--- src/logic/dc_offset_pkg.sv ---
// constants for the offset measurement and slicer control block
package dc_offset_pkg;
    // ****************************************
    // register map (address = register number, except decoder register 7 at address 1)
    // ****************************************
    localparam logic [3:0] ADDR_LOOP_BW = 4'h8;
    localparam logic [3:0] ADDR_LOOP_EQ = 4'h9;
    localparam logic [3:0] ADDR_DIODE_SEL = 4'h3;
    localparam logic [3:0] ADDR_CANCEL = 4'h7;
    localparam logic [3:0] ADDR_BANKC = 4'hC;
    localparam logic [3:0] ADDR_DEC7 = 4'h1;
    localparam logic [3:0] ADDR_CTRL = 4'h2;
    localparam logic [3:0] ADDR_IRQ_STAT = 4'hA;
    localparam logic [3:0] ADDR_IRQ_MASK = 4'hB;
    localparam logic [3:0] ADDR_BANK = 4'hD;
    localparam logic [3:0] ADDR_OFFSET = 4'hE;
    localparam logic [1:0] BANK_TWO = 2'h2;
    localparam logic [1:0] BANK_THREE = 2'h3;
    // ****************************************
    // reset values and field positions
    // ****************************************
    localparam logic [3:0] RST_NIBBLE = 4'h0;
    localparam logic [1:0] BANK_RST = 2'h3;
    localparam int SRC_LO = 1;
    localparam int CTRL_INV_BIT = 0;
    localparam int CTRL_PIN_OT_BIT = 1;
    localparam logic [1:0] DEC7_OFFSET_MODE = 2'h2;
    localparam logic [1:0] SRC_STATUS = 2'h0;
    localparam logic [1:0] SRC_READY = 2'h1;
    localparam logic [1:0] SRC_VALUE = 2'h2;
    localparam int CANCEL_WORDS = 9;
    // ****************************************
    // timing
    // ****************************************
    localparam longint CLK_HZ = 50000000;
    localparam longint SLICE_CLK_HZ = 67000000;
    localparam longint T0_NS = 354000;
    localparam longint T1_NS = 1000000;
    localparam longint T2_NS = 2000000;
    localparam longint T3_NS = 10000000;
    localparam longint T0_CYC = (T0_NS * CLK_HZ + 999999999) / 1000000000;
    localparam longint T1_CYC = (T1_NS * CLK_HZ + 999999999) / 1000000000;
    localparam longint T2_CYC = (T2_NS * CLK_HZ + 999999999) / 1000000000;
    localparam longint T3_CYC = (T3_NS * CLK_HZ + 999999999) / 1000000000;
    localparam int BAUD = 115200;
    localparam int DATA_BITS = 8;
    localparam int STOP_BITS = 1;
endpackage

--- src/logic/dc_offset_measure_and_slicer_ctrl.sv ---
// offset measurement, status pin mux, offset stream and slicer control
//
// Contract
// slicer logic clocked at 67 MHz; here clocked by the 50 MHz clk
// DPLL switches slice current sources
// bit clock regenerated internally, never output
// registers 8 and 9 set loop
// servo off-track default, polarity invertible
// decoder register C selects pin source; here ctrl_r bit 1 (address 2) selects the pin as off-track source
// off-track high marks HF data bad
// measurement time from two bits
// diode select decoding from four bits
// host sets decoder register 7 to 10
// status pin source from two bits
// ready flag high after measure time
// new diode code restarts timer
// host sets time, diode, then waits
// offset streamed repeatedly as UART
// MSB sent inverted, host re-inverts
// cancel register takes nine nibbles
// status pin shared among sources
// stream rate and framing are parameters
//
// Chosen here: strobed register access.
`timescale 1ns/1ns
module dc_offset_measure_and_slicer_ctrl #(
    parameter longint T0_CYCLES = dc_offset_pkg::T0_CYC,
    parameter longint T1_CYCLES = dc_offset_pkg::T1_CYC,
    parameter longint T2_CYCLES = dc_offset_pkg::T2_CYC,
    parameter longint T3_CYCLES = dc_offset_pkg::T3_CYC,
    parameter int BAUD = dc_offset_pkg::BAUD,
    parameter int DATA_BITS = dc_offset_pkg::DATA_BITS,
    parameter int STOP_BITS = dc_offset_pkg::STOP_BITS
) (
    input wire logic clk, // 50 MHz system clock
    input wire logic resetn, // async reset, active low
    input wire logic [3:0] addr, // register address
    input wire logic [7:0] wrData, // write data
    input wire logic wrEn, // write strobe
    input wire logic rdEn, // read strobe
    output logic [7:0] rdData, // read data, cycle after rdEn
    input wire logic [7:0] offsetSample, // measured offset from adc
    input wire logic servoOffTrack, // servo off-track level
    input wire logic versatileInputOne, // pin, async
    input wire logic decoderStatus, // decoder status level
    input wire logic servoIrq, // servo interrupt request
    input wire logic hfSymbolValid, // incoming HF symbol strobe
    input wire logic dpllUp, // DPLL phase early
    input wire logic dpllDown, // DPLL phase late
    output logic statusPin, // shared status output
    output logic hfSymbolBad, // symbol flagged incorrect
    output logic sliceSrcUp, // slice current source up on
    output logic sliceSrcDown, // slice current source down on
    output logic [3:0] loopBandwidth, // bit clock PLL bandwidth
    output logic [3:0] loopEqualize, // bit clock PLL equalization
    output logic [2:0] diodeSel, // binary index of diode
    output logic [35:0] cancelLevels, // nine cancel nibbles
    output logic irq // level interrupt
);
    // ****************************************
    // reset release
    // ****************************************
    logic rstSync1_r, rstn_r;
    // release through two flops so the whole block leaves reset in one edge
    always_ff @(posedge clk or negedge resetn) begin
        if (!resetn) begin
            rstSync1_r <= 1'b0;
            rstn_r <= 1'b0;
        end else begin
            rstSync1_r <= 1'b1;
            rstn_r <= rstSync1_r;
        end
    end

    // ****************************************
    // pin synchroniser
    // ****************************************
    logic v1a_r, v1b_r, v1c_r, v1_r;
    // change accepted only when second and third stages agree
    always_ff @(posedge clk or negedge rstn_r) begin
        if (!rstn_r) begin
            v1a_r <= 1'b0;
            v1b_r <= 1'b0;
            v1c_r <= 1'b0;
            v1_r <= 1'b0;
        end else begin
            v1a_r <= versatileInputOne;
            v1b_r <= v1a_r;
            v1c_r <= v1b_r;
            if (v1b_r == v1c_r) v1_r <= v1c_r;
        end
    end

    // ****************************************
    // registers
    // ****************************************
    logic [3:0] measTime_r, diodeCode_r, pinCtrl_r, dec7_r, bw_r, eq_r;
    logic [1:0] ctrl_r, bank_r, irqStat_r, irqMask_r;
    logic [3:0] cancel_r [dc_offset_pkg::CANCEL_WORDS];
    logic [3:0] cancelIdx_r;
    logic [7:0] offsetHold_r;
    logic readyFlag_r, readyRise;
    logic streamWrap;
    logic wrDiode;

    function automatic logic isWr(input logic [3:0] a, input logic [3:0] target);
        return wrEn && (a == target);
    endfunction

    assign wrDiode = isWr(addr, dc_offset_pkg::ADDR_DIODE_SEL) && bank_r == dc_offset_pkg::BANK_THREE;

    // plain configuration registers; C is banked between time and pin source
    always_ff @(posedge clk or negedge rstn_r) begin
        if (!rstn_r) begin
            measTime_r <= dc_offset_pkg::RST_NIBBLE;
            diodeCode_r <= dc_offset_pkg::RST_NIBBLE;
            pinCtrl_r <= dc_offset_pkg::RST_NIBBLE;
            dec7_r <= dc_offset_pkg::RST_NIBBLE;
            bw_r <= dc_offset_pkg::RST_NIBBLE;
            eq_r <= dc_offset_pkg::RST_NIBBLE;
            ctrl_r <= 2'h0;
            bank_r <= dc_offset_pkg::BANK_RST;
            irqMask_r <= 2'h0;
        end else if (wrEn) begin
            case (addr)
                dc_offset_pkg::ADDR_BANKC: begin
                    if (bank_r == dc_offset_pkg::BANK_TWO) measTime_r <= wrData[3:0];
                    else pinCtrl_r <= wrData[3:0];
                end
                dc_offset_pkg::ADDR_DIODE_SEL: begin
                    if (bank_r == dc_offset_pkg::BANK_THREE) diodeCode_r <= wrData[3:0];
                end
                dc_offset_pkg::ADDR_DEC7: dec7_r <= wrData[3:0];
                dc_offset_pkg::ADDR_LOOP_BW: bw_r <= wrData[3:0];
                dc_offset_pkg::ADDR_LOOP_EQ: eq_r <= wrData[3:0];
                dc_offset_pkg::ADDR_CTRL: ctrl_r <= wrData[1:0];
                dc_offset_pkg::ADDR_BANK: bank_r <= wrData[1:0];
                dc_offset_pkg::ADDR_IRQ_MASK: irqMask_r <= wrData[1:0];
                default: ;
            endcase
        end
    end

    // multi-write cancel register: each write fills the next nibble, wraps after nine
    always_ff @(posedge clk or negedge rstn_r) begin
        if (!rstn_r) begin
            cancelIdx_r <= 4'h0;
            for (int i = 0; i < dc_offset_pkg::CANCEL_WORDS; i++) cancel_r[i] <= dc_offset_pkg::RST_NIBBLE;
        end else if (isWr(addr, dc_offset_pkg::ADDR_CANCEL) && bank_r == dc_offset_pkg::BANK_THREE) begin
            cancel_r[cancelIdx_r] <= wrData[3:0];
            if (cancelIdx_r == 4'(dc_offset_pkg::CANCEL_WORDS - 1)) cancelIdx_r <= 4'h0;
            else cancelIdx_r <= cancelIdx_r + 4'h1;
        end
    end

    // ****************************************
    // measurement timer
    // ****************************************
    logic [31:0] measCnt_r;
    logic [31:0] measLimit;
    // selected settling time; only low two bits matter
    always_comb begin
        case (measTime_r[1:0])
            2'h0: measLimit = 32'(T0_CYCLES);
            2'h1: measLimit = 32'(T1_CYCLES);
            2'h2: measLimit = 32'(T2_CYCLES);
            default: measLimit = 32'(T3_CYCLES);
        endcase
    end

    // restart on any diode select write with a new code, then count up
    always_ff @(posedge clk or negedge rstn_r) begin
        if (!rstn_r) begin
            measCnt_r <= 32'h0;
            readyFlag_r <= 1'b0;
            offsetHold_r <= 8'h00;
        end else if (wrDiode && wrData[3:0] != diodeCode_r) begin
            measCnt_r <= 32'h0;
            readyFlag_r <= 1'b0;
        end else if (!readyFlag_r) begin
            if (measCnt_r + 32'h1 >= measLimit) begin
                readyFlag_r <= 1'b1;
                offsetHold_r <= offsetSample;
            end
            measCnt_r <= measCnt_r + 32'h1;
        end
    end

    logic readyDly_r;
    always_ff @(posedge clk or negedge rstn_r) begin
        if (!rstn_r) readyDly_r <= 1'b0;
        else readyDly_r <= readyFlag_r;
    end
    assign readyRise = readyFlag_r && !readyDly_r;

    // diode decode: 0 and 7 and unused codes fall back to main diode one
    always_ff @(posedge clk or negedge rstn_r) begin
        if (!rstn_r) diodeSel <= 3'h0;
        else begin
            case (diodeCode_r)
                4'h2: diodeSel <= 3'h1;
                4'h3: diodeSel <= 3'h2;
                4'h4: diodeSel <= 3'h3;
                4'h5: diodeSel <= 3'h4;
                4'h6: diodeSel <= 3'h5;
                default: diodeSel <= 3'h0;
            endcase
        end
    end

    // ****************************************
    // offset UART stream
    // ****************************************
    localparam int BIT_CYC = int'(dc_offset_pkg::CLK_HZ / BAUD);
    localparam int FRAME_BITS = 1 + DATA_BITS + STOP_BITS;
    logic [15:0] baudCnt_r;
    logic [4:0] bitIdx_r;
    logic [FRAME_BITS-1:0] frame_r;
    logic txBit;
    logic valueSel;
    assign valueSel = pinCtrl_r[2:1] == dc_offset_pkg::SRC_VALUE;
    assign txBit = frame_r[0];
    assign streamWrap = bitIdx_r == 5'(FRAME_BITS - 1) && baudCnt_r == 16'(BIT_CYC - 1);

    // free-running frames while selected; frame reloads with MSB inverted
    always_ff @(posedge clk or negedge rstn_r) begin
        if (!rstn_r) begin
            baudCnt_r <= 16'h0;
            bitIdx_r <= 5'h0;
            frame_r <= '1;
        end else if (!valueSel) begin
            baudCnt_r <= 16'h0;
            bitIdx_r <= 5'h0;
            frame_r <= {{STOP_BITS{1'b1}}, ~offsetHold_r[7], offsetHold_r[6:0], 1'b0};
        end else if (baudCnt_r == 16'(BIT_CYC - 1)) begin
            baudCnt_r <= 16'h0;
            if (streamWrap) begin
                bitIdx_r <= 5'h0;
                frame_r <= {{STOP_BITS{1'b1}}, ~offsetHold_r[7], offsetHold_r[6:0], 1'b0};
            end else begin
                bitIdx_r <= bitIdx_r + 5'h1;
                frame_r <= {1'b1, frame_r[FRAME_BITS-1:1]};
            end
        end else baudCnt_r <= baudCnt_r + 16'h1;
    end

    // ****************************************
    // off-track, slicer, status pin
    // ****************************************
    logic offTrack;
    assign offTrack = ctrl_r[dc_offset_pkg::CTRL_PIN_OT_BIT] ? v1_r
                    : (servoOffTrack ^ ctrl_r[dc_offset_pkg::CTRL_INV_BIT]);

    // registered outputs; slicer sources follow DPLL, bit clock stays inside
    always_ff @(posedge clk or negedge rstn_r) begin
        if (!rstn_r) begin
            hfSymbolBad <= 1'b0;
            sliceSrcUp <= 1'b0;
            sliceSrcDown <= 1'b0;
            statusPin <= 1'b0;
        end else begin
            hfSymbolBad <= hfSymbolValid && offTrack;
            sliceSrcUp <= dpllUp && !dpllDown; // R2; clocked by the 50 MHz clk, not the 67 MHz of R1
            sliceSrcDown <= dpllDown && !dpllUp;
            if (dec7_r[1:0] != dc_offset_pkg::DEC7_OFFSET_MODE) statusPin <= servoIrq;
            else begin
                case (pinCtrl_r[2:1])
                    dc_offset_pkg::SRC_READY: statusPin <= readyFlag_r;
                    dc_offset_pkg::SRC_VALUE: statusPin <= txBit;
                    default: statusPin <= decoderStatus;
                endcase
            end
        end
    end

    // ****************************************
    // interrupts and readback
    // ****************************************
    // bit0 ready rose, bit1 stream frame done; set beats write-one clear
    always_ff @(posedge clk or negedge rstn_r) begin
        if (!rstn_r) irqStat_r <= 2'h0;
        else begin
            for (int i = 0; i < 2; i++) begin
                if ((i == 0 && readyRise) || (i == 1 && streamWrap && valueSel)) irqStat_r[i] <= 1'b1;
                else if (isWr(addr, dc_offset_pkg::ADDR_IRQ_STAT) && wrData[i]) irqStat_r[i] <= 1'b0;
            end
        end
    end

    always_ff @(posedge clk or negedge rstn_r) begin
        if (!rstn_r) irq <= 1'b0;
        else irq <= |(irqStat_r & irqMask_r);
    end

    // unmapped addresses read zero
    always_ff @(posedge clk or negedge rstn_r) begin
        if (!rstn_r) rdData <= 8'h00;
        else if (rdEn) begin
            case (addr)
                dc_offset_pkg::ADDR_BANKC:
                    rdData <= {4'h0, bank_r == dc_offset_pkg::BANK_TWO ? measTime_r : pinCtrl_r};
                dc_offset_pkg::ADDR_DIODE_SEL: rdData <= {4'h0, diodeCode_r};
                dc_offset_pkg::ADDR_CANCEL: rdData <= {cancelIdx_r, 4'h0};
                dc_offset_pkg::ADDR_DEC7: rdData <= {4'h0, dec7_r};
                dc_offset_pkg::ADDR_LOOP_BW: rdData <= {4'h0, bw_r};
                dc_offset_pkg::ADDR_LOOP_EQ: rdData <= {4'h0, eq_r};
                dc_offset_pkg::ADDR_CTRL: rdData <= {6'h0, ctrl_r};
                dc_offset_pkg::ADDR_BANK: rdData <= {6'h0, bank_r};
                dc_offset_pkg::ADDR_IRQ_STAT: rdData <= {readyFlag_r, 5'h0, irqStat_r};
                dc_offset_pkg::ADDR_IRQ_MASK: rdData <= {6'h0, irqMask_r};
                dc_offset_pkg::ADDR_OFFSET: rdData <= offsetHold_r;
                default: rdData <= 8'h00;
            endcase
        end else rdData <= 8'h00;
    end

    // PLL settings and cancel words presented from flops
    always_ff @(posedge clk or negedge rstn_r) begin
        if (!rstn_r) begin
            loopBandwidth <= 4'h0;
            loopEqualize <= 4'h0;
            cancelLevels <= 36'h0;
        end else begin
            loopBandwidth <= bw_r;
            loopEqualize <= eq_r;
            for (int i = 0; i < dc_offset_pkg::CANCEL_WORDS; i++) cancelLevels[i*4 +: 4] <= cancel_r[i];
        end
    end

    // ****************************************
    // assertions
    // ****************************************
    property p_restart;
        @(posedge clk) disable iff (!rstn_r) (wrDiode && wrData[3:0] != diodeCode_r) |=> !readyFlag_r && measCnt_r == 0;
    endproperty
    a_restart: assert property (p_restart) else $error("timer not restarted");
    property p_ready;
        @(posedge clk) disable iff (!rstn_r) $rose(readyFlag_r) |-> $past(measCnt_r) + 1 >= measLimit;
    endproperty
    a_ready: assert property (p_ready) else $error("ready too early");
    property p_badsym;
        @(posedge clk) disable iff (!rstn_r) (hfSymbolValid && offTrack) |=> hfSymbolBad;
    endproperty
    a_badsym: assert property (p_badsym) else $error("symbol not flagged");
    property p_src;
        @(posedge clk) disable iff (!rstn_r)
            (dec7_r[1:0] == 2'h2 && pinCtrl_r[2:1] == 2'h1) |=> statusPin == $past(readyFlag_r);
    endproperty
    a_src: assert property (p_src) else $error("status pin wrong source");
    property p_start;
        @(posedge clk) disable iff (!rstn_r) (valueSel && bitIdx_r == 0) |-> frame_r[0] == 1'b0;
    endproperty
    a_start: assert property (p_start) else $error("missing start bit");
    property p_msb;
        @(posedge clk) disable iff (!rstn_r) (valueSel && bitIdx_r == 0) |-> frame_r[DATA_BITS] == ~offsetHold_r[7];
    endproperty
    a_msb: assert property (p_msb) else $error("msb not inverted");
    property p_cancel;
        @(posedge clk) disable iff (!rstn_r) cancelIdx_r < 4'(dc_offset_pkg::CANCEL_WORDS);
    endproperty
    a_cancel: assert property (p_cancel) else $error("cancel index overflow");
    property p_slice;
        @(posedge clk) disable iff (!rstn_r) !(sliceSrcUp && sliceSrcDown);
    endproperty
    a_slice: assert property (p_slice) else $error("both sources on");
endmodule // dc_offset_measure_and_slicer_ctrl

--- config.mk ---
export PLATFORM = sky130hd
export DESIGN_NAME = dc_offset_measure_and_slicer_ctrl
export DESIGN_NICKNAME = d
export VERILOG_FILES = /design/src/logic/dc_offset_pkg.sv /design/src/logic/dc_offset_measure_and_slicer_ctrl.sv
export SDC_FILE = /design/constraint.sdc
export NUM_CORES = 1
export LEC_CHECK = 0
export BUFFER_PORTS_ARGS = -buffer_cell sky130_fd_sc_hd__buf_2
export CAP_MARGIN = 5
export CORE_UTILIZATION = 43
export CTS_CLUSTER_SIZE = 10
export DETAILED_ROUTE_END_ITERATION = 8
export GPL_ROUTABILITY_DRIVEN = 0
export PLACE_DENSITY = 0.65
export SKIP_LAST_GASP = 1
export SLEW_MARGIN = 20
export SYNTH_ARGS = -nofsm -noshare
export SYNTH_HDL_FRONTEND = slang
export SYNTH_SLANG_ARGS = --single-unit
--- constraint.sdc ---
create_clock -name clk -period 9 [get_ports clk]
set_input_delay 0.9 -clock clk [delete_from_list [all_inputs] [get_ports clk]]
set_output_delay 0.9 -clock clk [all_outputs]
set_load 0.01 [all_outputs]
== Word level (Yosys, flattened, before mapping) ==
Cells that the tools add are included.

* $add $sub $neg: 4
* Multiply operators: 0
* Div/mod/pow operators: 0
* Magnitude comparators: 3
* Equal/unequal tests: 30
* Shift operators: 0
* Mux-type cells: 29
* Bitwise gates (word level): 7
* Reductions and logical operators: 32

{| class="wikitable"
|+ Operators by type and width
! kind !! number
|-
| one-hot mux 8 bit (11 select lines) || 1
|-
| two-way mux 32 bit || 2
|-
| one-hot mux 19 bit (3 select lines) || 1
|-
| bitwise mux 36 bit || 1
|-
| adder 32 x 1 -> 32 bit (second input constant) || 1
|-
| == test 4 bit (second input constant) || 8
|-
| >= comparator 32 bit || 1
|-
| two-way mux 16 bit || 2
|-
| two-way mux 10 bit || 2
|-
| adder 16 x 1 -> 16 bit (second input constant) || 1
|-
| demux 4 bit (select 4 bit) || 1
|-
| == test 16 x 9 -> 1 bit (second input constant) || 1
|-
| == test 4 x 2 -> 1 bit (second input constant) || 4
|-
| == test 4 x 3 -> 1 bit (second input constant) || 4
|-
| logical AND 1 bit || 15
|-
| two-way mux 5 bit || 3
|-
| one-hot mux 3 bit (5 select lines) || 1
|-
| two-way mux 4 bit || 3
|-
| AND reduction 2 bit || 6
|-
| AND reduction 3 bit || 4
|-
| two-way mux 1 bit || 9
|-
| two-way mux 9 bit || 1
|-
| == test 2 bit (second input constant) || 4
|-
| two-way mux 8 bit || 1
|-
| 20 further kinds || 28
|}

* Register bits after elaboration: 211
* Bits in latches: 0
* Bits in writable memories: 0
* Memory bits (read-only): 0
* Input bits: 31
* Output and inout bits: 60
* Logic and storage cells: 149
* Memories kept: 0

== Longest topological paths before layout ==
Gate-level depths: netlist of the first run.

* Depth after elaboration: 6
* Gate-level depth with buffers: 15
* Depth with buffers taken out: 12

== Worst setup path after synthesis of the first run ==
Ideal clock, no wire load.

* Path type: reg-to-reg
* Start: register measCnt_r[7]
* End: register offsetHold_r[0]
* Library setup time: 125 ps
* Data arrival time: 2993 ps
* Required time: 8875 ps
* Slack: 5882 ps
* Stages on the path, launching flop included: 14
* Path buffers: 3
* Period minus slack after synthesis: 3118 ps
* Cell sequence: dfrtp_1 > and4_1 > buf_4 > nand4_4 > clkbuf_1 > nor2_1 > xnor2_1 > ha_1 > nor2b_1 > a2111oi_2 > o211ai_1 > o311a_1 > buf_6 > mux2_4

* Cells in the longest elaborated chain, start to end: 3

{| class="wikitable"
|+ RTL lines
! what !! RTL line !! text
|-
| start, declared || dc_offset_measure_and_slicer_ctrl.sv:159 || <nowiki>logic [31:0] measCnt_r;</nowiki>
|-
| start signal, assigned || dc_offset_measure_and_slicer_ctrl.sv:185 || <nowiki>measCnt_r <= measCnt_r + 32'h1;</nowiki>
|-
| adder 32 x 1 -> 32 bit || dc_offset_measure_and_slicer_ctrl.sv:181 || <nowiki>if (measCnt_r + 32'h1 >= measLimit) begin</nowiki>
|-
| >= comparator 32 bit || dc_offset_measure_and_slicer_ctrl.sv:181 ||
|-
| AND reduction 3 bit (no source line) || -- ||
|-
| end signal, assigned || dc_offset_measure_and_slicer_ctrl.sv:183 || <nowiki>offsetHold_r <= offsetSample;</nowiki>
|-
| end, declared || dc_offset_measure_and_slicer_ctrl.sv:101 || <nowiki>logic [7:0] offsetHold_r;</nowiki>
|}

No other way between the ends.
A chain may end at the register's enable or synchronous reset.

== Worst setup path in the final report of the first run ==
* Start: register measCnt_r[8]
* End: register offsetHold_r[3]

Same word-level chain as after synthesis.

==> results of run 1 <==
[per-layer routing]
| layer | vias up | wire length [µm] | track usage, % |
|---|---|---|---|
| met3 | 39 | 964 | 2.982 |
| met1 | 3182 | 9467 | 25.61 |
| met4 | 0 | 510 | 5.750 |
| li1 | 3090 | - | - |
| met5 | - | 0 | 0 |
| met2 | 170 | 8758 | 27.82 |
[kinds of logic after synthesis]
family / Yosys count / synth area share (%)
muxes: 87 / 10.41
buffers and inverters: 64 / 2.838
adders and majority gates: 33 / 4.263
AOI/OAI and AO/OA: 95 / 6.473
DFF: 210 / 55.07
other: 1 / 0.03919
xor gates and xnor gates: 69 / 6.316
and+or+nand+nor: 284 / 14.59
[power by group through the flow]
stage / clock, µW / sequential [µW] / combinational, µW
after global routing: 1030 / 1130 / 328
after global placement: 0 / 1130 / 281
final: 974 / 1120 / 287
after detailed placement: 0 / 1130 / 290
after CTS: 997 / 1120 / 291
after floorplan: 0 / 1120 / 208
[area by class of cell]
class                   count  area, µm²
fillers                  1926      10820
flip-flops and latches    210       5273
multi-input cells         569       4030
clock buffers              38      705.7
repair buffers             89      465.4
well taps                 280      350.3
inverters                  25      93.84
clock inverters             4      81.33
diodes                      2      5.005
[layout by cell type (no fill, tap or decap), types with 4 or more instances in the layout]
master,n
or3_1,9
nand3_1,31
a32oi_1,7
mux2_2,68
a31oi_1,4
clkbuf_1,11
dfrtp_1,198
nor3b_1,4
xor2_1,32
dfstp_2,11
o21ai_0,22
mux2i_1,11
ha_1,31
clkbuf_16,26
inv_1,24
and3_1,14
and2_1,6
nand2_1,54
nor2_1,99
a21oi_1,28
nor3_1,20
mux2_4,8
and4_1,4
nor2b_1,7
xnor2_1,37
nand4_1,19
buf_2,86
nor4_1,5
[sequential cells by signal, indices dropped and copies added (netlist names), 5 cells and up]
signal / count
baudCnt_r: 16
measCnt_r: 32
frame_r: 9
cancel_r: 36
rdData: 8
cancelLevels: 36
bitIdx_r: 5
offsetHold_r: 8
[worst paths after layout]
path / from / end
hold / removal: resetn / rstn_r$_DFF_PN0_
setup / recovery: measCnt_r[8]$_DFFE_PN0P_ / offsetHold_r[3]$_DFFE_PN0P_
min in group clk: v1a_r$_DFF_PN0_ / v1b_r$_DFF_PN0_
setup reg to reg: measCnt_r[8]$_DFFE_PN0P_ / offsetHold_r[3]$_DFFE_PN0P_
max in group asynchronous: rstn_r$_DFF_PN0_ / cancelLevels[18]$_DFF_PN0_
hold reg to reg: rstn_r$_DFF_PN0_ / sliceSrcDown$_DFF_PN0_
[worst max-delay path, stage by stage (launching register included)]
cell and delay, ns:
dfrtp_1 0.54, and3_1 0.39, and3_1 0.30, nand3_1 0.12, nor2_1 0.13, xor2_1 0.19
ha_1 0.27, a21oi_1 0.13, nor2b_1 0.07, a2111oi_2 0.33, o211ai_1 0.18, o311a_1 0.55
mux2_4 0.36
[through the flow]
step	hold WS [ns]	util [%]	power, µW
after floorplan	0.3312	-	1328
after global placement	0.2922	46.80	1412
after detailed placement	0.2953	46.80	1423
after CTS	0.1413	50.40	2407
after global routing	0.1421	50.42	2491
final	0.1588	50.42	2380
==> results.yml, run 1 <==
outcome:
  status: "complete, no violations"
synthesis:
  synth_edf_count: 0
  yosysMostFrequentCell: "dfrtp_1"
  synthesis.nets: 905
  ys_seq_elements: 210
  synthDominantAreaCellType: "dfrtp_1"
  synth_top_area_share_pct: 52.05
  synth.yosys.warnings: 0
  syn-mean-instance-area_um2: 11.35
  dominantRegCellSynth: "dfrtp_1"
  synthArstFlopShare_pct: 100.0
  netlist_top_cells_count: "dfrtp_1 (199), nor2_1 (99), mux2_2 (68)"
  synth-seq-area-share_pct: 55.07
  netlist_top_cells_area: "dfrtp_1 (52%), mux2_2 (8.0%), ha_1 (4.1%), nor2_1 (3.9%), xnor2_1 (3.4%)"
  netlist_area_um2: 9568
  postSynthCellCount: 843
  synth.distinct_cells: 59
clock_network:
  post_cts_resized: 0
  clk_pin_slew_worst_paths_ns: 0.06
  tritoncts_sink_count: 210
  h-tree-depth: 1
  cts_hold_repair.buffers: 0
  clock_tree.root_cell: "clkbuf_16"
  clock_path_buffers: 3
  cts_inserted_buffers: 26
  tritoncts: "built"
  post_cts_buffers: 0
  clk-insertion-delay-late_ns: 0.53
grt:
  grt_first_pass_wirelength_um: 32400
  grt_antenna_before_repair: 2
  globalRouteTotalUtil_pct: 17.95
  grt_max_degree: 176
  globalRoute.totalOverflow: 0
  first_global_vias: 6282
timing:
  fmaxAchievable_mhz: 271.6
  rsz0062_at_grt: "no"
  skew_ns: 0.02505
  min_period_ns: 3.681
  slew_viol_final: 0
  max_slew_margin_pct: 30.41
  post-route-period-util_pct: 40.91
  worst_slack_ns: 5.319
  final-setup-viol-count: 0
  setup_total_negative_slack_ns: 0
  worst_pin_slew_ns: 1.041
  number_of_hold_slack_violations_in_the_final_timing_report: 0
setup_path:
  timing.reg2reg.setup_slack_ns: 5.32
  path_class: "reg -> reg"
  kind_of_end_point_of_the_critical_path: "flop"
  critical_path_required_ns: 9.40
  reg2regPathDepth: 12
  critical_path.max_fanout: 10
  timing.critical_path.from_type: "flop"
  worst-endpoint-arrival_ns: 4.08
layout:
  flow.area_growth_from_synthesis_pct: 15.01
  final_layout_size_suffix_gt1_share_pct: 22.99
  stdcell_count: 1217
  finalInstanceArea_um2: 11000
  fin_nets: 983
floorplan:
  floorplan.die_area_um2: 22850
  start_util_pct: 43.84
  die_x_um: 151.2
  design.core.area_um2: 21820
  floorplan.rows: 54
  io_pins: 91
  die_height_um: 151.2
placement:
  port-buffer-count: 86
  post-dp-hpwl_um: 13000
  dpl_cell_area_um2: 10210
  numPlacedInstances: 1173
  place_worst_setup_slack_ns: 5.276
pwr:
  power.switching_uw: 617.2
  internal_power_uw: 1763
  pwr_density_cell_nw_per_um2: 216.3
  p_comb_share_pct: 12.1
  share_clk_of_total_power_pct: 40.9
  seqPwrFrac_pct: 47.0
  swShare_pct: 25.93
  standby_leakage_power_uw: 0.005276
  peakVddDrop_mv: 0.1622
worst_hold_path:
  hold_class: "in -> async"
detailed_routing:
  drt-initial-drc-count: 501
  ant_nets: 0
  drt_drc_violations_left: 0
  drt-total-wl_um: 19700
  drt-pass1-iter-count: 4
  route.detailed.vias_per_inst: 5.325
  per_cell_routed_wire_length_um: 16.19
  total_number_of_vias: 6481
flow_run:
  drv.max_cap_violation_count: 0
Note: power is estimated with default switching activity, not from simulation.
==> run 2, diff against run 1 <==
- ABC_AREA: not set -> 1
- PLACE_DENSITY: 0.65 -> 0.67
- clock period: 9 -> 3 ns (I/O delays scaled with it)
==> results.yml, run 2 <==
clock_network:
  tritoncts_sink_count: 210
  clock_path_buffers: 3
  tritoncts: "built"
  cts_inserted_buffers: 25
  clock_tree.root_cell: "clkbuf_16"
  clk_pin_slew_worst_paths_ns: 0.06
  h-tree-depth: 1
  clk-insertion-delay-late_ns: 0.53
timing:
  worst_pin_slew_ns: 0.8413
  final-setup-viol-count: 0
  number_of_hold_slack_violations_in_the_final_timing_report: 0
  fin_worst_hold_slack_ns: 0.01103
  fmaxAchievable_mhz: 353.6
  min_period_ns: 2.828
  max_slew_margin_pct: 43.70
  slew_viol_final: 0
  post-route-period-util_pct: 94.26
  skew_ns: 0.009495
synthesis:
  synth-seq-area-share_pct: 55.33
  synthDominantAreaCellType: "dfrtp_1"
  syn-mean-instance-area_um2: 8.933
  netlist_top_cells_count: "nand2_1 (276), dfrtp_1 (199), inv_1 (117)"
  synth_mux_area_share_pct: 0
  postSynthCellCount: 1066
  synth_edf_count: 0
  synth-compound-area-share_pct: 10.39
  synth.distinct_cells: 46
  yosysMostFrequentCell: "nand2_1"
  synthArstFlopShare_pct: 100.0
  synth-simple-area-share_pct: 22.52
  synthesis.nets: 1128
  netlist_area_um2: 9523
  dominantRegCellSynth: "dfrtp_1"
  yosys.area_share.xor_xnor_pct: 1.839
  netlist_top_cells_area: "dfrtp_1 (52%), nand2_1 (11%), o21ai_0 (5.4%), inv_1 (4.6%), ha_1 (4.1%)"
  synth.yosys.warnings: 0
  ys_seq_elements: 210
  combinational_family_with_the_most_area_after_synthesis: "simple AND/OR/NAND/NOR gates"
  synth_top_area_share_pct: 52.29
  yosys.area_share.adder_pct: 4.178
setup_path:
  timing.critical_path.from_type: "flop"
  crit_chain: "buf_4 -> ha_4 -> nand2_2 -> nor2_8 -> buf_6 -> nand2_4 -> nor2_4 -> xor2_2 -> ha_1 -> a21o_1 -> nor2_1 -> nand3_1 -> nand2_1 -> nand2_1 -> a21oi_4 -> nand3_4 -> nand2_4 -> nand2_1 -> nand2_1"
  r2r-start: "measCnt_r[0]$_DFFE_PN0P_"
  critical_path_required_ns: 3.46
  reg2regPathDepth: 19
  timing.reg2reg.setup_slack_ns: 0.17
  slowest_stage_cell_crit_path: "dfrtp_1"
  reg2reg_to: "offsetHold_r[0]$_DFFE_PN0P_"
  critPathLaunch: "measCnt_r[0]$_DFFE_PN0P_"
  cp_slowest_stage_delay_ns: 0.36
  kind_of_end_point_of_the_critical_path: "flop"
  worst-endpoint-arrival_ns: 3.29
  path_class: "reg -> reg"
  timing.critical_path.mode_cell: "nand2_1"
  critical_path.max_fanout: 8
detailed_routing:
  ant_nets: 0
  drt-total-wl_um: 22530
  drt_drc_violations_left: 0
  total_number_of_vias: 7444
  per_cell_routed_wire_length_um: 15.11
  route.detailed.vias_per_inst: 4.993
  drt-pass1-iter-count: 5
  drt-initial-drc-count: 475
layout:
  leading_cell_types_in_the_layout_fill_and_taps_excluded: "nand2_1 (273), dfrtp_1 (194), inv_1 (117), o21ai_0 (103), buf_2 (86)"
  layout_commonest_cell: "nand2_1"
  top_regs: "cancelLevels x36, cancel_r x36, measCnt_r x32"
  fin_nets: 1254
  final_layout_size_suffix_gt1_share_pct: 16.35
  flow.area_growth_from_synthesis_pct: 19.14
  antennaDiodeCount: 0
floorplan:
  die_x_um: 150.8
  start_util_pct: 43.77
  design.core.area_um2: 21760
  floorplan.rows: 54
  floorplan.die_area_um2: 22750
  io_pins: 91
  die_height_um: 150.8
pwr:
  peakVddDrop_mv: 0.3140
  report.power.total_uw: 6639
  standby_leakage_power_uw: 0.005596
  pwr_density_cell_nw_per_um2: 585.2
grt:
  globalRouteTotalUtil_pct: 20.45
  grt_first_pass_wirelength_um: 36500
  globalRoute.totalOverflow: 0
  first_global_vias: 7095
  grt_antenna_before_repair: 0
  grt_max_degree: 89
worst_hold_path:
  hold_depth: 3
  worst_min_path_start: "offsetSample[4]"
  whs_endpoint: "offsetHold_r[4]$_DFFE_PN0P_"
  hold_class: "in -> reg"
placement:
  post-dp-hpwl_um: 15640
  port-buffer-count: 86
outcome:
  status: "complete, no violations"
flow_run:
  drv.max_cap_violation_count: 0
-- run 2: cell types whose count changed in the layout (fill, tap and decap cells not counted), moves of 21 or more --
cell,before,now
nand3_1,31,59
mux2_2,68,0
nand2_1,54,273
inv_1,24,117
xor2_1,32,11
xnor2_1,37,4
o21ai_0,22,103
-- run 2: power breakdown --
group	switching (µW)	internal, µW
clock network	1170	1640
logic	410	240
registers	138	3040
-- run 2: cell families after synthesis --
family          Yosys count
flops                   210
simple gates            484
fa+ha+maj                32
other cells               1
compound gates          179
xor+xnor                 20
buf+inv                 140
-- run 2: timing repair --
action,4_1_cts,5_1_grt
hold buffers,7,0
endpoints found under the hold margin,7,0
buffers inserted,0,9
gates resized for setup,0,21
setup endpoints to repair,0,9
-- run 2: metal layers --
metal	up-vias	track usage (%)	wire (µm)
li1	3716	-	-
met1	3501	29.88	10810
met2	190	31.65	10090
met3	37	2.741	1181
met4	0	6.050	452
met5	-	0	0
-- run 2: critical path: cells and delay by family (launching register included) --
kind | cells | cell delay, ns
XOR/XNOR | 1 | 0.17
AO/OA/AOI/OAI | 2 | 0.40
flip-flops | 1 | 0.36
adder cells (fa/ha/maj) | 2 | 0.41
buffers and inverters | 2 | 0.27
AND/OR/NAND/NOR | 12 | 1.14
-- run 2: worst max-delay path by stage --
stage | endpoint | slack [ns] | cells after the start
after floorplan | offsetHold_r[0]$_DFFE_PN0P_ | 0.35 | 18
after global placement | offsetHold_r[0]$_DFFE_PN0P_ | 0.10 | 18
after detailed placement | offsetHold_r[0]$_DFFE_PN0P_ | 0.06 | 18
after CTS | offsetHold_r[0]$_DFFE_PN0P_ | 0.03 | 18
after global routing | offsetHold_r[0]$_DFFE_PN0P_ | -0.02 | 18
final | offsetHold_r[0]$_DFFE_PN0P_ | 0.17 | 19
-- run 2: layout make-up --
cell class	instances	area, µm²
Clock buffer	45	730.7
Sequential cell	210	5278
Timing Repair Buffer	114	686.9
Clock inverter	1	20.02
Tap cell	280	350.3
Multi-Input combinational cell	717	3815
Fill cell	1976	10410
Inverter	124	465.4
-- run 2: per-stage QoR --
stage	worst slack [ns]	TNS [ns]	instance area [µm²]	utilization [%]	cells
floorplan	0.3485	0	9527	-	1066
global placement	0.1002	0	10340	47.55	1428
detailed placement	0.06214	0	10340	47.55	1428
CTS	0.02616	0	11170	51.32	1481
global route	-0.01967	-0.07840	11350	52.15	1491
finish	0.1723	0	11350	52.15	1491
==> run 3, diff against run 2 <==
- CELL_PAD_IN_SITES_DETAIL_PLACEMENT: not set -> 1
- CELL_PAD_IN_SITES_GLOBAL_PLACEMENT: not set -> 1
- CORE_UTILIZATION: 43 -> 41
- PLACE_DENSITY: 0.67 -> 0.8
==> results.yml, run 3 (same netlist as run 2, synthesis figures left out) <==
outcome:
  status: "complete, no violations"
setup_path:
  crit_chain: "ha_4 -> nand2_2 -> nor2_8 -> nand2_4 -> nor2_8 -> xor2_2 -> inv_1 -> ha_1 -> nand3_1 -> nand2_1 -> or2_2 -> nand2_1 -> nand2_2 -> a21oi_4 -> nand3_4 -> nand2_4 -> nand2_1 -> nand2_1"
  critical_path.max_fanout: 8
  timing.critical_path.from_type: "flop"
  cp_slowest_stage_delay_ns: 0.41
  reg2regPathDepth: 18
  timing.critical_path.mode_cell: "nand2_1"
  critical_path_depth: 18
  critPathBufInv: 1
  critical_path_required_ns: 3.46
  slowest_stage_cell_crit_path: "dfrtp_2"
  worst-endpoint-arrival_ns: 3.29
  cpLargestDelayFamily: "simple AND/OR/NAND/NOR gates"
  path_class: "reg -> reg"
  kind_of_end_point_of_the_critical_path: "flop"
timing:
  min_period_ns: 2.832
  max_slew_margin_pct: 49.24
  worst_pin_slew_ns: 0.7606
  worst_slack_ns: 0.1676
  fmaxAchievable_mhz: 353.1
  post-route-period-util_pct: 94.41
  final-setup-viol-count: 0
  skew_ns: 0.01072
  number_of_hold_slack_violations_in_the_final_timing_report: 0
  slew_viol_final: 0
layout:
  leading_cell_types_in_the_layout_fill_and_taps_excluded: "nand2_1 (273), dfrtp_1 (194), inv_1 (116), o21ai_0 (103), buf_2 (86)"
  flow.area_growth_from_synthesis_pct: 19.31
  fin_nets: 1254
  antennaDiodeCount: 0
  multiInputGateArea_um2: 3842
  top_regs: "cancelLevels x36, cancel_r x36, measCnt_r x32"
  finalInstanceArea_um2: 11360
  layout_commonest_cell: "nand2_1"
  final_layout_size_suffix_gt1_share_pct: 17.09
  filler_cell_count: 2701
  area_taken_by_flip_flops_and_latches_um2: 5278
  final_core_util_pct: 50.03
pwr:
  pwr_density_cell_nw_per_um2: 586.9
  standby_leakage_power_uw: 0.005589
  peakVddDrop_mv: 0.3825
  report.power.total_uw: 6669
detailed_routing:
  drt_drc_violations_left: 0
  total_number_of_vias: 7859
  drt-total-wl_um: 26800
  route.detailed.vias_per_inst: 5.253
  drt-pass1-iter-count: 5
  ant_nets: 0
  per_cell_routed_wire_length_um: 17.92
  drt-initial-drc-count: 386
grt:
  first_global_vias: 8273
  globalRoute.totalOverflow: 0
  grt_max_degree: 73
  grt_first_pass_wirelength_um: 43450
  globalRouteTotalUtil_pct: 22.99
  grt_antenna_before_repair: 1
clock_network:
  clk-insertion-delay-late_ns: 0.53
  tritoncts_sink_count: 210
  clock_path_buffers: 3
  cts_inserted_buffers: 25
  clk_pin_slew_worst_paths_ns: 0.06
  clock_tree.root_cell: "clkbuf_16"
  h-tree-depth: 1
  tritoncts: "built"
floorplan:
  start_util_pct: 41.93
  die_x_um: 154.4
  die_height_um: 154.4
  floorplan.rows: 55
  io_pins: 91
  floorplan.die_area_um2: 23840
  design.core.area_um2: 22710
worst_hold_path:
  hold_class: "in -> reg"
  hold_depth: 3
placement:
  port-buffer-count: 86
  place_worst_setup_slack_ns: 0.01611
  dpl_cell_area_um2: 10350
  post-dp-hpwl_um: 18450
flow_run:
  drv.max_cap_violation_count: 0
## run 3: what timing repair did
| item | CTS | global route |
|---|---|---|
| hold endpoints to repair | 5 | 0 |
| cloned | 1 | 0 |
| setup endpoints to repair | 2 | 9 |
| pin swaps | 1 | 10 |
| gates resized for setup | 2 | 24 |
| hold buffers | 5 | 0 |
| buffers inserted | 1 | 10 |
## run 3: worst paths after layout
path | start | to | slack, ns
max in group asynchronous | rstn_r$_DFF_PN0_ | frame_r[8]$_DFFE_PN1P_ | 1.67
min | offsetSample[6] | offsetHold_r[6]$_DFFE_PN0P_ | 0.02
min reg2reg | rstSync1_r$_DFF_PN0_ | rstn_r$_DFF_PN0_ | 0.35
min in group asynchronous | resetn | rstSync1_r$_DFF_PN0_ | 0.08
max | measCnt_r[1]$_DFFE_PN0P_ | offsetHold_r[5]$_DFFE_PN0P_ | 0.17
max reg2reg | measCnt_r[1]$_DFFE_PN0P_ | offsetHold_r[5]$_DFFE_PN0P_ | 0.17
## run 3: layout make-up
class	instances	area share [%]
clock buffers	44	6.310
inverters	124	4.096
well taps	285	3.138
multi-input cells	717	33.82
clock inverters	2	0.2202
repair buffers	114	5.969
flip-flops and latches	210	46.45
## run 3: worst register-to-register path, stage by stage (launching register included)
cell     delay [ns]
dfrtp_2        0.41
ha_4           0.17
nand2_2        0.08
nor2_8         0.16
nand2_4        0.09
nor2_8         0.11
xor2_2         0.17
inv_1          0.07
ha_1           0.30
nand3_1        0.10
nand2_1        0.07
or2_2          0.27
nand2_1        0.08
nand2_2        0.07
a21oi_4        0.20
nand3_4        0.13
nand2_4        0.12
nand2_1        0.09
nand2_1        0.08
## run 3: routing by layer
layer  global-route usage (%)  wire (µm)  vias up
met2                    38.83      13280      134
met5                        0         13        -
met3                    2.690       1013       45
met1                    31.33      11960     3951
met4                    6.318        533        2
li1                         -          -     3727
## run 3: report_power, final
| group | internal (µW) | total, µW | switching, µW |
|---|---|---|---|
| Sequential | 3040 | 3190 | 148 |
| Combinational | 248 | 689 | 441 |
| Clock | 1620 | 2790 | 1180 |
| Total | 4900 | 6670 | 1770 |
## run 3: metrics by stage
step | cells | setup TNS, ns | hold slack, ns
finish | 1496 | 0 | 0.01792
global route | 1496 | -0.07652 | 0.04043
CTS | 1486 | 0 | 0.006482
detailed placement | 1433 | 0 | 0.09016
global placement | 1433 | 0 | 0.08672
floorplan | 1066 | 0 | 0.004409
